$ cat config.mk
export PLATFORM = sky130hd
export DESIGN_NAME = prot_top
export DESIGN_NICKNAME = d
export VERILOG_FILES = /design/src/inc/prot_pkg.sv /design/src/inc/prot_reg_if.sv /design/src/logic/prot_hold_timer.sv /design/src/logic/prot_regs.sv /design/src/logic/prot_top.sv
export SDC_FILE = /design/constraint.sdc
export NUM_CORES = 1
export LEC_CHECK = 0
export BUFFER_PORTS_ARGS = -buffer_cell sky130_fd_sc_hd__buf_2
export CAP_MARGIN = 20
export CORE_AREA = 2 2 167 104
export CTS_BUF_LIST = sky130_fd_sc_hd__clkbuf_4 sky130_fd_sc_hd__clkbuf_8 sky130_fd_sc_hd__clkbuf_16
export DETAILED_ROUTE_END_ITERATION = 7
export DIE_AREA = 0 0 169 106
export PLACE_DENSITY_LB_ADDON = 0.2
export SLEW_MARGIN = 5
export SYNTH_ARGS = -nofsm -noshare
export SYNTH_HDL_FRONTEND = slang
export SYNTH_SLANG_ARGS = --single-unit
$ cat constraint.sdc
create_clock -name clock -period 18.61 [get_ports clock]
set_input_delay 3.722 -clock clock [delete_from_list [all_inputs] [get_ports clock]]
set_output_delay 3.722 -clock clock [all_outputs]
set_load 0.01 [all_outputs]
$ cat src/inc/prot_pkg.sv
//////////////////////////////////////////////////////////////////////////////
// Operation
// RL1 - thermistor guard register at 0x0B, read/write byte, resets to 0x00
// RL2 - timer select 0, led-controlled flash: reset safety timer after 30ms low
// RL3 - timer select 1: reset safety timer at once when led enable drops
// RL4 - thermistor guard bits 6..4 reserved, read zero
// RL5 - thermistor guard bit 3 enables finger-burn protection, default off
// RL6 - thermistor threshold code 000..111 selects 200mV..550mV in 50mV steps
// RL7 - transmit-blank register at 0x0C, read/write byte, resets to 0xC0
// RL8 - transmit-blank bit 7 enables blank input, otherwise input ignored
// RL9 - transmit-blank bit 6 selects blank input level: 0 low, 1 high
// RL10 - current limit code bits 5..2 selects 50mA..800mA in 50mA steps
// RL11 - blank reset timer code selects 10, 20, 40 or 80us
// RL12 - low-battery register at 0x0D, read/write byte, resets to 0x00
// RL13 - low-battery bit 7 enables flash current reduction at low battery
// RL14 - low-battery threshold 2.400V up by ~33mV, top two codes 3.400V
// RL15 - hysteresis 00 100mV, 01 200mV, 10 reserved, 11 no hysteresis
// RL16 - flash codes 101, 110, 111 gate regulators with led enable input
// RL17 - blank event sets latched status flag, cleared by status read
// RL18 - reserved bits ignore writes and read back zero
// RL19 - written value takes effect only after byte received and acknowledged
//////////////////////////////////////////////////////////////////////////////
package prot_pkg;
	localparam int CLK_PERIOD_NS = 40;
	// register map
	localparam logic [7:0] TEMP_GUARD_OFFSET = 8'h0b;
	localparam logic [7:0] BLANK_CTRL_OFFSET = 8'h0c;
	localparam logic [7:0] LOW_BATT_OFFSET = 8'h0d;
	localparam logic [7:0] STATUS_OFFSET = 8'h17;
	localparam logic [7:0] TEMP_GUARD_RESET = 8'h00;
	localparam logic [7:0] BLANK_CTRL_RESET = 8'hc0;
	localparam logic [7:0] LOW_BATT_RESET = 8'h00;
	localparam logic [7:0] TEMP_GUARD_MASK = 8'h8f;
	localparam logic [7:0] FULL_MASK = 8'hff;
	localparam logic [7:0] UNMAPPED_DATA = 8'h00;
	// field positions
	localparam int TG_TIMER_SEL_BIT = 7;
	localparam int TG_ENABLE_BIT = 3;
	localparam int TG_THRESH_LSB = 0;
	localparam int BC_ENABLE_BIT = 7;
	localparam int BC_POL_BIT = 6;
	localparam int BC_ILIM_LSB = 2;
	localparam int BC_TMR_LSB = 0;
	localparam int LB_ENABLE_BIT = 7;
	localparam int LB_THRESH_LSB = 2;
	localparam int LB_HYST_LSB = 0;
	localparam int STATUS_BLANK_BIT = 6;
	// timing
	localparam int SAFETY_LOW_MS = 30;
	localparam int SAFETY_LOW_CYCLES = (SAFETY_LOW_MS * 1000000 + CLK_PERIOD_NS - 1) / CLK_PERIOD_NS;
	localparam int BLANK_BASE_US = 10;
	localparam int BLANK_BASE_CYCLES = (BLANK_BASE_US * 1000 + CLK_PERIOD_NS - 1) / CLK_PERIOD_NS;
	localparam int TIMER_WIDTH = 20;
	// analog settings
	localparam int NTC_BASE_MV = 200;
	localparam int NTC_STEP_MV = 50;
	localparam int ILIM_BASE_MA = 50;
	localparam int ILIM_STEP_MA = 50;
	localparam int LB_BASE_MV = 2400;
	localparam int LB_THREE_STEP_MV = 100;
	localparam logic [4:0] LB_TOP_CODE = 5'h1e;
	localparam logic [7:0] HYS_LOW_MV = 8'h64;
	localparam logic [7:0] HYS_HIGH_MV = 8'hc8;
	localparam logic [7:0] HYS_NONE_MV = 8'h00;
	// arbitrary neutral bus address
	localparam logic [6:0] DEFAULT_SLAVE_ADDR = 7'h2a;

	function automatic logic [9:0] ntc_mv(input logic [2:0] code);
		return 10'(NTC_BASE_MV + NTC_STEP_MV * int'(code));
	endfunction : ntc_mv

	function automatic logic [9:0] ilim_ma(input logic [3:0] code);
		return 10'(ILIM_BASE_MA + ILIM_STEP_MA * int'(code));
	endfunction : ilim_ma

	function automatic logic [11:0] lb_mv(input logic [4:0] code);
		logic [4:0] c;
		c = (code > LB_TOP_CODE) ? LB_TOP_CODE : code;
		return 12'(LB_BASE_MV + (LB_THREE_STEP_MV * int'(c)) / 3);
	endfunction : lb_mv

	function automatic logic [TIMER_WIDTH-1:0] blank_cycles(input logic [1:0] code);
		return TIMER_WIDTH'(BLANK_BASE_CYCLES << code);
	endfunction : blank_cycles
endpackage : prot_pkg

$ cat src/inc/prot_reg_if.sv
`timescale 1ns/1ps
interface prot_reg_if;
	logic wr_en;
	logic rd_en;
	logic [7:0] addr;
	logic [7:0] wdata;
	logic [7:0] rdata;
	logic blank_event;
	logic [7:0] temp_guard;
	logic [7:0] blank_ctrl;
	logic [7:0] low_batt;
	modport master (output wr_en, rd_en, addr, wdata, blank_event, input rdata, temp_guard, blank_ctrl, low_batt);
	modport regs (input wr_en, rd_en, addr, wdata, blank_event, output rdata, temp_guard, blank_ctrl, low_batt);
endinterface : prot_reg_if

$ cat src/logic/prot_hold_timer.sv
`timescale 1ns/1ps
module prot_hold_timer #(
	parameter int WIDTH = 20
) (
	// clock and reset
	input wire logic clock,
	input wire logic reset_n,
	// control
	input wire logic run,
	input wire logic [WIDTH-1:0] limit,
	// result
	output logic expired
);
	logic [WIDTH-1:0] count_ff;
	logic expired_ff;
	// saturates so that one long run gives a single pulse
	wire at_limit = (count_ff == limit);
	wire [WIDTH-1:0] nxt_count = !run ? '0 : at_limit ? count_ff : count_ff + 1'b1;
	wire nxt_expired = run && (count_ff == limit - 1'b1);

	always_ff @(posedge clock or negedge reset_n) begin
		if (!reset_n) begin
			count_ff <= '0;
			expired_ff <= 1'b0;
		end else begin
			count_ff <= nxt_count;
			expired_ff <= nxt_expired;
		end
	end

	assign expired = expired_ff;
endmodule : prot_hold_timer

$ cat src/logic/prot_regs.sv
`timescale 1ns/1ps
module prot_regs (
	// clock and reset
	input wire logic clock,
	input wire logic reset_n,
	// access from the serial slave
	prot_reg_if.regs bus
);
	logic [7:0] temp_guard_ff;
	logic [7:0] blank_ctrl_ff;
	logic [7:0] low_batt_ff;
	logic blank_flag_ff;
	wire wr_tg = bus.wr_en && (bus.addr == prot_pkg::TEMP_GUARD_OFFSET);
	wire wr_bc = bus.wr_en && (bus.addr == prot_pkg::BLANK_CTRL_OFFSET);
	wire wr_lb = bus.wr_en && (bus.addr == prot_pkg::LOW_BATT_OFFSET);
	wire rd_status = bus.rd_en && (bus.addr == prot_pkg::STATUS_OFFSET);
	// RL17 set beats clear
	wire nxt_blank_flag = bus.blank_event | (blank_flag_ff & ~rd_status);
	wire [7:0] status_byte = 8'(blank_flag_ff) << prot_pkg::STATUS_BLANK_BIT;

	// RL1 RL7 RL12 reset values
	always_ff @(posedge clock or negedge reset_n) begin
		if (!reset_n) begin
			temp_guard_ff <= prot_pkg::TEMP_GUARD_RESET;
			blank_ctrl_ff <= prot_pkg::BLANK_CTRL_RESET;
			low_batt_ff <= prot_pkg::LOW_BATT_RESET;
			blank_flag_ff <= 1'b0;
		end else begin
			// RL4 RL18 reserved masked
			if (wr_tg) temp_guard_ff <= bus.wdata & prot_pkg::TEMP_GUARD_MASK;
			if (wr_bc) blank_ctrl_ff <= bus.wdata & prot_pkg::FULL_MASK;
			if (wr_lb) low_batt_ff <= bus.wdata & prot_pkg::FULL_MASK;
			blank_flag_ff <= nxt_blank_flag;
		end
	end

	assign bus.rdata = (bus.addr == prot_pkg::TEMP_GUARD_OFFSET) ? temp_guard_ff :
		(bus.addr == prot_pkg::BLANK_CTRL_OFFSET) ? blank_ctrl_ff :
		(bus.addr == prot_pkg::LOW_BATT_OFFSET) ? low_batt_ff :
		(bus.addr == prot_pkg::STATUS_OFFSET) ? status_byte : prot_pkg::UNMAPPED_DATA;
	assign bus.temp_guard = temp_guard_ff;
	assign bus.blank_ctrl = blank_ctrl_ff;
	assign bus.low_batt = low_batt_ff;
endmodule : prot_regs

$ cat src/logic/prot_top.sv
`timescale 1ns/1ps
module prot_top #(
	parameter int SAFETY_LOW_CYCLES = prot_pkg::SAFETY_LOW_CYCLES,
	parameter logic [6:0] SLAVE_ADDR = prot_pkg::DEFAULT_SLAVE_ADDR
) (
	// clock and reset
	input wire logic clock,
	input wire logic reset_n,
	// serial bus
	input wire logic scl_in,
	input wire logic sda_in,
	output logic sda_out,
	output logic sda_oe,
	// flash control
	input wire logic led_enable_input,
	input wire logic [2:0] flash_enable_field,
	output logic first_flash_regulator,
	output logic second_flash_regulator,
	output logic safety_timer_reset,
	// thermistor guard
	output logic thermistor_guard_enable,
	output logic [9:0] thermistor_trip_mv,
	// transmit blank
	input wire logic transmit_blank_input,
	output logic blank_limit_active,
	output logic [9:0] blank_current_limit_ma,
	// low battery
	output logic low_battery_enable,
	output logic [11:0] low_battery_threshold_mv,
	output logic [7:0] low_battery_hysteresis_mv,
	output logic low_battery_hysteresis_off
);
	//////////////////////////////////////////////////////////////////////////
	// serial slave
	typedef enum logic [3:0] {
		st_idle, st_addr, st_addr_ack, st_reg, st_reg_ack,
		st_wdata, st_wdata_ack, st_tx, st_mack
	} prot_state_type;

	prot_reg_if rif ();

	prot_state_type state_ff;
	prot_state_type nxt_state;
	logic [3:0] cnt_ff;
	logic [3:0] nxt_cnt;
	logic [7:0] shift_ff;
	logic [7:0] nxt_shift;
	logic [7:0] tx_ff;
	logic [7:0] nxt_tx;
	logic [7:0] ptr_ff;
	logic [7:0] nxt_ptr;
	logic rw_ff;
	logic nxt_rw;
	logic mack_ff;
	logic nxt_mack;
	logic sda_oe_ff;
	logic nxt_sda_oe;
	logic scl_prev_ff;
	logic sda_prev_ff;
	logic wr_pulse;
	logic rd_pulse;

	// bus pins are taken as synchronous; one stage of history finds edges
	wire scl_rise = scl_in & ~scl_prev_ff;
	wire scl_fall = ~scl_in & scl_prev_ff;
	wire bus_start = scl_in & scl_prev_ff & sda_prev_ff & ~sda_in;
	wire bus_stop = scl_in & scl_prev_ff & ~sda_prev_ff & sda_in;
	wire byte_full = (cnt_ff == 4'h8);
	wire addr_match = (shift_ff[7:1] == SLAVE_ADDR);
	wire receiving = (state_ff == st_addr) || (state_ff == st_reg) || (state_ff == st_wdata);

	always_comb begin
		nxt_state = state_ff;
		nxt_cnt = cnt_ff;
		nxt_shift = shift_ff;
		nxt_tx = tx_ff;
		nxt_ptr = ptr_ff;
		nxt_rw = rw_ff;
		nxt_mack = mack_ff;
		nxt_sda_oe = sda_oe_ff;
		wr_pulse = 1'b0;
		rd_pulse = 1'b0;
		if (bus_stop) begin
			nxt_state = st_idle;
			nxt_sda_oe = 1'b0;
		end else if (bus_start) begin
			nxt_state = st_addr;
			nxt_cnt = 4'h0;
			nxt_sda_oe = 1'b0;
		end else if (scl_rise) begin
			if (receiving && !byte_full) begin
				nxt_shift = {shift_ff[6:0], sda_in};
				nxt_cnt = cnt_ff + 4'h1;
			end
			if (state_ff == st_mack) begin
				nxt_mack = ~sda_in;
			end
		end else if (scl_fall) begin
			case (state_ff)
				st_addr: begin
					if (byte_full) begin
						nxt_state = addr_match ? st_addr_ack : st_idle;
						nxt_sda_oe = addr_match;
						nxt_rw = shift_ff[0];
					end
				end
				st_reg: begin
					if (byte_full) begin
						nxt_state = st_reg_ack;
						nxt_sda_oe = 1'b1;
						nxt_ptr = shift_ff;
					end
				end
				st_wdata: begin
					if (byte_full) begin
						nxt_state = st_wdata_ack;
						nxt_sda_oe = 1'b1;
					end
				end
				st_reg_ack: begin
					nxt_state = st_wdata;
					nxt_cnt = 4'h0;
					nxt_sda_oe = 1'b0;
				end
				st_wdata_ack: begin
					// RL19 commit after ack clock
					wr_pulse = 1'b1;
					nxt_ptr = ptr_ff + 8'h01;
					nxt_state = st_wdata;
					nxt_cnt = 4'h0;
					nxt_sda_oe = 1'b0;
				end
				st_addr_ack: begin
					if (rw_ff) begin
						rd_pulse = 1'b1;
						nxt_tx = rif.rdata;
						nxt_ptr = ptr_ff + 8'h01;
						nxt_sda_oe = ~rif.rdata[7];
						nxt_cnt = 4'h1;
						nxt_state = st_tx;
					end else begin
						nxt_sda_oe = 1'b0;
						nxt_cnt = 4'h0;
						nxt_state = st_reg;
					end
				end
				st_tx: begin
					if (!byte_full) begin
						nxt_sda_oe = ~tx_ff[6];
						nxt_tx = {tx_ff[6:0], 1'b0};
						nxt_cnt = cnt_ff + 4'h1;
					end else begin
						nxt_sda_oe = 1'b0;
						nxt_state = st_mack;
					end
				end
				st_mack: begin
					if (mack_ff) begin
						rd_pulse = 1'b1;
						nxt_tx = rif.rdata;
						nxt_ptr = ptr_ff + 8'h01;
						nxt_sda_oe = ~rif.rdata[7];
						nxt_cnt = 4'h1;
						nxt_state = st_tx;
					end else begin
						nxt_state = st_idle;
					end
				end
				default: begin
					nxt_sda_oe = 1'b0;
				end
			endcase
		end
	end

	always_ff @(posedge clock or negedge reset_n) begin
		if (!reset_n) begin
			state_ff <= st_idle;
			cnt_ff <= 4'h0;
			shift_ff <= 8'h00;
			tx_ff <= 8'h00;
			ptr_ff <= 8'h00;
			rw_ff <= 1'b0;
			mack_ff <= 1'b0;
			sda_oe_ff <= 1'b0;
			scl_prev_ff <= 1'b1;
			sda_prev_ff <= 1'b1;
		end else begin
			state_ff <= nxt_state;
			cnt_ff <= nxt_cnt;
			shift_ff <= nxt_shift;
			tx_ff <= nxt_tx;
			ptr_ff <= nxt_ptr;
			rw_ff <= nxt_rw;
			mack_ff <= nxt_mack;
			sda_oe_ff <= nxt_sda_oe;
			scl_prev_ff <= scl_in;
			sda_prev_ff <= sda_in;
		end
	end

	assign rif.wr_en = wr_pulse;
	assign rif.rd_en = rd_pulse;
	assign rif.addr = ptr_ff;
	assign rif.wdata = shift_ff;

	prot_regs u_regs (
		.clock(clock),
		.reset_n(reset_n),
		.bus(rif.regs)
	);

	//////////////////////////////////////////////////////////////////////////
	// field decode
	wire timer_immediate = rif.temp_guard[prot_pkg::TG_TIMER_SEL_BIT];
	// RL5 guard enable
	wire nxt_guard_en = rif.temp_guard[prot_pkg::TG_ENABLE_BIT];
	// RL6 trip level
	wire [9:0] nxt_trip_mv = prot_pkg::ntc_mv(rif.temp_guard[prot_pkg::TG_THRESH_LSB +: 3]);
	// RL8 blank enable
	wire blank_en = rif.blank_ctrl[prot_pkg::BC_ENABLE_BIT];
	wire blank_pol = rif.blank_ctrl[prot_pkg::BC_POL_BIT];
	// RL10 input current limit
	wire [9:0] nxt_ilim_ma = prot_pkg::ilim_ma(rif.blank_ctrl[prot_pkg::BC_ILIM_LSB +: 4]);
	// RL11 blank reset time
	wire [prot_pkg::TIMER_WIDTH-1:0] blank_limit = prot_pkg::blank_cycles(rif.blank_ctrl[prot_pkg::BC_TMR_LSB +: 2]);
	// RL13 low-battery enable
	wire nxt_lb_on = rif.low_batt[prot_pkg::LB_ENABLE_BIT];
	// RL14 threshold with top clamp
	wire [11:0] nxt_lb_mv = prot_pkg::lb_mv(rif.low_batt[prot_pkg::LB_THRESH_LSB +: 5]);
	wire [1:0] hys_code = rif.low_batt[prot_pkg::LB_HYST_LSB +: 2];
	// RL15 hysteresis, reserved code gives none
	wire [7:0] nxt_hys_mv = (hys_code == 2'b00) ? prot_pkg::HYS_LOW_MV :
		(hys_code == 2'b01) ? prot_pkg::HYS_HIGH_MV : prot_pkg::HYS_NONE_MV;
	wire nxt_hys_off = (hys_code == 2'b11);

	//////////////////////////////////////////////////////////////////////////
	// flash gating and safety timer reset
	logic led_prev_ff;
	logic safety_low_expired;
	wire led_fall = led_prev_ff & ~led_enable_input;
	wire led_gate = ~flash_enable_field[2] | led_enable_input;
	wire led_mode = flash_enable_field[2] & (flash_enable_field[1:0] != 2'b00);
	// RL16 led enable gating
	wire nxt_first = flash_enable_field[0] & led_gate;
	wire nxt_second = flash_enable_field[1] & led_gate;
	// RL2 long low only in led mode
	wire long_low = ~timer_immediate & led_mode;
	// RL2 RL3 reset source
	wire nxt_safety_reset = long_low ? safety_low_expired : led_fall;

	prot_hold_timer #(
		.WIDTH(prot_pkg::TIMER_WIDTH)
	) u_safety_low (
		.clock(clock),
		.reset_n(reset_n),
		.run(long_low & ~led_enable_input),
		.limit(prot_pkg::TIMER_WIDTH'(SAFETY_LOW_CYCLES)),
		.expired(safety_low_expired)
	);

	//////////////////////////////////////////////////////////////////////////
	// transmit blank
	logic blank_prev_ff;
	logic blank_hold_ff;
	logic blank_hold_expired;
	// RL8 RL9 qualified input
	wire blank_now = blank_en & (blank_pol ? transmit_blank_input : ~transmit_blank_input);
	// RL17 event on assertion
	assign rif.blank_event = blank_now & ~blank_prev_ff;
	// limit stays on for the reset time after the input lets go
	wire nxt_blank_hold = blank_now | (blank_hold_ff & ~blank_hold_expired);

	// RL11 hold after release
	prot_hold_timer #(
		.WIDTH(prot_pkg::TIMER_WIDTH)
	) u_blank_hold (
		.clock(clock),
		.reset_n(reset_n),
		.run(blank_hold_ff & ~blank_now),
		.limit(blank_limit),
		.expired(blank_hold_expired)
	);

	//////////////////////////////////////////////////////////////////////////
	// output registers
	logic first_ff;
	logic second_ff;
	logic safety_reset_ff;
	logic guard_en_ff;
	logic [9:0] trip_mv_ff;
	logic [9:0] ilim_ma_ff;
	logic lb_on_ff;
	logic [11:0] lb_mv_ff;
	logic [7:0] hys_mv_ff;
	logic hys_off_ff;

	always_ff @(posedge clock or negedge reset_n) begin
		if (!reset_n) begin
			led_prev_ff <= 1'b0;
			blank_prev_ff <= 1'b0;
			blank_hold_ff <= 1'b0;
			first_ff <= 1'b0;
			second_ff <= 1'b0;
			safety_reset_ff <= 1'b0;
			guard_en_ff <= 1'b0;
			trip_mv_ff <= 10'h0c8;
			ilim_ma_ff <= 10'h032;
			lb_on_ff <= 1'b0;
			lb_mv_ff <= 12'h960;
			hys_mv_ff <= 8'h64;
			hys_off_ff <= 1'b0;
		end else begin
			led_prev_ff <= led_enable_input;
			blank_prev_ff <= blank_now;
			blank_hold_ff <= nxt_blank_hold;
			first_ff <= nxt_first;
			second_ff <= nxt_second;
			safety_reset_ff <= nxt_safety_reset;
			guard_en_ff <= nxt_guard_en;
			trip_mv_ff <= nxt_trip_mv;
			ilim_ma_ff <= nxt_ilim_ma;
			lb_on_ff <= nxt_lb_on;
			lb_mv_ff <= nxt_lb_mv;
			hys_mv_ff <= nxt_hys_mv;
			hys_off_ff <= nxt_hys_off;
		end
	end

	assign sda_out = 1'b0;
	assign sda_oe = sda_oe_ff;
	assign first_flash_regulator = first_ff;
	assign second_flash_regulator = second_ff;
	assign safety_timer_reset = safety_reset_ff;
	assign thermistor_guard_enable = guard_en_ff;
	assign thermistor_trip_mv = trip_mv_ff;
	assign blank_limit_active = blank_hold_ff;
	assign blank_current_limit_ma = ilim_ma_ff;
	assign low_battery_enable = lb_on_ff;
	assign low_battery_threshold_mv = lb_mv_ff;
	assign low_battery_hysteresis_mv = hys_mv_ff;
	assign low_battery_hysteresis_off = hys_off_ff;
endmodule : prot_top

==> summary.txt <==
Run status
  • Status: complete, no violations

Route
  • DR vias/cell: 6.313
  • Iter 0 DRT Violations: 1,024
  • Routed Antenna Nets: 0
  • Pre-antenna DRT Iters: 6
  • Remaining DRCs: 0
  • Vias: 8,782
  • Wire length per cell: 17.93 microns
  • Total Routed Length: 24,950 microns

Clock network
  • Post-cts sizing count: 0
  • Clock Path Buffers: 2
  • CTS Hold Bufs: 0
  • Num CTS Buffers: 17
  • H-tree depth: 4
  • CTS tree: done
  • Clk slew on worst S/H paths: 0.07 ns
  • Clock latency on the worst-skew pair: 0.43 ns
  • Postcts setup bufs: 0
  • Root Buffer: clkbuf_16
  • Num Clock Sinks: 142

Cells and area
  • Commonest cells after routing, fill and taps aside: dfrtp_1 (126), nand2_1 (107), nor2_1 (106), o21ai_0 (77), a21oi_1 (69)
  • Most common cell after layout, fill and taps aside: dfrtp_1
  • Post-route cell area: 10,930 sq um
  • FILL cells: 1,328
  • Final core utilization: 0.6595
  • Layout area overhead: 9.529%
  • Final Non-Filler Cells: 1,391
  • Share of layout cells above drive strength 1: 0.1461
  • Diodes inserted: 0
  • Fin nets: 1,230

Setup path
  • Crit path from: u_regs.bus.low_batt[3]$_DFFE_PN0P_
  • Critical-path top delay cell: xor2_1
  • Critical Path AT: 10.98 ns
  • Worst EP required: 18.91 ns
  • Reg2reg end: low_battery_threshold_mv[0]$_DFF_PN0_
  • R2R setup slack: 7.93 ns
  • Cell mode on critical path: ha_1
  • Endpoint class of the critical path: flip-flop
  • RR Startpoint: u_regs.bus.low_batt[3]$_DFFE_PN0P_
  • Critical path class: reg -> reg
  • Crit path launch type: flip-flop
  • Worst-path fanout max: 11
  • Critical Path Max Stage Delay: 0.72 ns
  • R2R cell count: 36

Synth
  • Post-synth top flop: dfrtp_1
  • #FFs+latches synth: 142
  • Register area share after synthesis: 0.3581
  • Post-synth EDFFs: 0
  • Syn Area/Cell: 8.816 sq um
  • Post-Syn Area: 9980 sq um
  • Unique cell type count in the Yosys netlist: 105
  • Cells after Synth: 1,132
  • Synth warn: 0
  • Post-synth ARST share: 1.000
  • Cell type with the largest total area after synthesis: dfrtp_1
  • Top post-synthesis cells by area: dfrtp_1 (32%), ha_1 (6.9%), dfstp_2 (4.2%)
  • Synth top area share: 0.3159

Floorplan
  • Initial core utilization: 0.6021
  • Die ar.: 17,910 sq um
  • Row count: 37
  • IO Count: 58
  • Die Y: 106 microns
  • Core Region: 16,570 sq um
  • Die width: 169 microns

Power and ir drop
  • Sw Share: 0.2587
  • Logic pwr share: 0.045
  • Clk pwr share: 0.488
  • Leakage power: 4.645 nW
  • Psw: 0.1878 mW
  • PwrDens: 66.41 nW/um^2
  • Internal: 0.5381 mW
  • Peak supply drop: 0.03868 mV
  • Reg power frac: 0.466
  • Total power: 0.7259 mW

Flow run
  • Max_cap viols: 0

STA
  • Skew final: 0.005958 ns
  • Worst hold slack: 0.4221 ns
  • Time the worst path needs with I/O delays and setup: 10.68 ns
  • Max Clk Rate: 93.66 MHz
  • Setup violators final: 0
  • Slew @ Worst Pin: 1.122 ns
  • Final hold vios: 0
  • Final worst-path cycle share: 0.5737
  • Pins Over Slew Limit: 0
  • Final setup margin: 7.933 ns
  • Rel. slew slack: 0.2493
  • RSZ-0062 raised after global routing: false
  • Setup TNS: 0 ns

Placed design
  • GP Congestion: 0.9320
  • Cell Area, Placed: 10,330 sq um
  • DP HPWL: 17,840 microns
  • IO buf count: 51
  • Placed cells: 1,359
  • Pre-CTS setup slack: 8.287 ns

Hold path
  • Min-delay worst type: reg -> reg
  • Hold path endpoint: blank_limit_active$_DFF_PN0_
  • Hold path depth: 1
  • Hold path start: u_blank_hold.expired$_DFF_PN0_

Global route
  • Total gr overflow: 0
  • First-pass GRT wire length: 41,390 microns
  • GRT Util Overall: 0.2890
  • Initial antenna violation count: 0
  • Pin count of the biggest net entering global routing: 73
  • Vias in the first global route: 8,012
-- Yosys cell counts (all sizes together), types with 19 or more instances --
master  count
nand3      45
ha         55
o21ai      85
nor4       19
a21oi      70
inv        57
mux2       19
dfrtp     126
nand2     107
nor3       25
clkbuf     34
xor2       40
xnor2      34
nor2      108
a211oi     20
-- flip-flops by register name, indices dropped and copies added (netlist names), 5 cells and up --
| register | count |
|---|---|
| u_regs.bus.blank_ctrl | 8 |
| u_regs.bus.low_batt | 8 |
| rif.wdata | 8 |
| thermistor_trip_mv | 9 |
| u_safety_low.count_ff | 20 |
| u_regs.bus.temp_guard | 5 |
| ptr_ff | 8 |
| tx_ff | 7 |
| blank_current_limit_ma | 9 |
| low_battery_threshold_mv | 12 |
| u_blank_hold.count_ff | 20 |
-- how the worst max path moves through the flow --
stage | endpoint | slack, ns | depth (start not counted)
floorplan | low_battery_threshold_mv[0]$_DFF_PN0_ | 9.93 | 38
global placement | low_battery_threshold_mv[0]$_DFF_PN0_ | 8.63 | 36
detailed placement | low_battery_threshold_mv[0]$_DFF_PN0_ | 8.29 | 36
CTS | low_battery_threshold_mv[0]$_DFF_PN0_ | 8.15 | 36
global route | low_battery_threshold_mv[0]$_DFF_PN0_ | 7.18 | 36
finish | low_battery_threshold_mv[0]$_DFF_PN0_ | 7.93 | 36
-- area by class of cell --
class | instances | area [sq um] | area share
inverters | 60 | 227.7 | 0.02083
clock inverters | 13 | 156.4 | 0.01431
well taps | 214 | 267.8 | 0.02450
flip-flops and latches | 142 | 3573 | 0.3269
clock buffers | 19 | 446.7 | 0.04087
multi-input cells | 888 | 5967 | 0.5459
repair buffers | 55 | 291.5 | 0.02667
-- per-layer routing --
layer | vias to the layer above | GRT usage | routed length, microns
li1 | 4178 | - | -
met1 | 4129 | 0.4554 | 12480
met2 | 436 | 0.3940 | 9900
met3 | 39 | 0.06404 | 2186
met4 | 0 | 0.08059 | 379
met5 | - | 0 | 0
-- power by group through the flow --
| stage | Combinational, mW | Sequential (mW) | Clock, mW |
|---|---|---|---|
| final | 0.0327 | 0.339 | 0.355 |
| after global routing | 0.0370 | 0.339 | 0.373 |
| after CTS | 0.0330 | 0.337 | 0.357 |
| after detailed placement | 0.0327 | 0.343 | 0 |
| after global placement | 0.0315 | 0.343 | 0 |
| after floorplan | 0.0220 | 0.333 | 0 |
-- cell families after synthesis --
| logic type | share of synthesized area |
|---|---|
| compound gates | 0.2151 |
| other cells | 0.0003758 |
| flops | 0.3581 |
| simple gates | 0.2139 |
| mux | 0.02646 |
| buf+inv | 0.04589 |
| xor+xnor | 0.06720 |
| fa+ha+maj | 0.07297 |
-- worst max-delay path: cells and delay by family (launching register included) --
family,cells,cell delay [ns]
xor gates and xnor gates,1,0.72
DFF,1,0.44
AOI/OAI and AO/OA,15,4.29
and+or+nand+nor,8,1.79
buffers and inverters,3,0.55
muxes,1,0.36
adders and majority gates,8,2.39
Note: power is estimated with default switching activity, not from simulation.
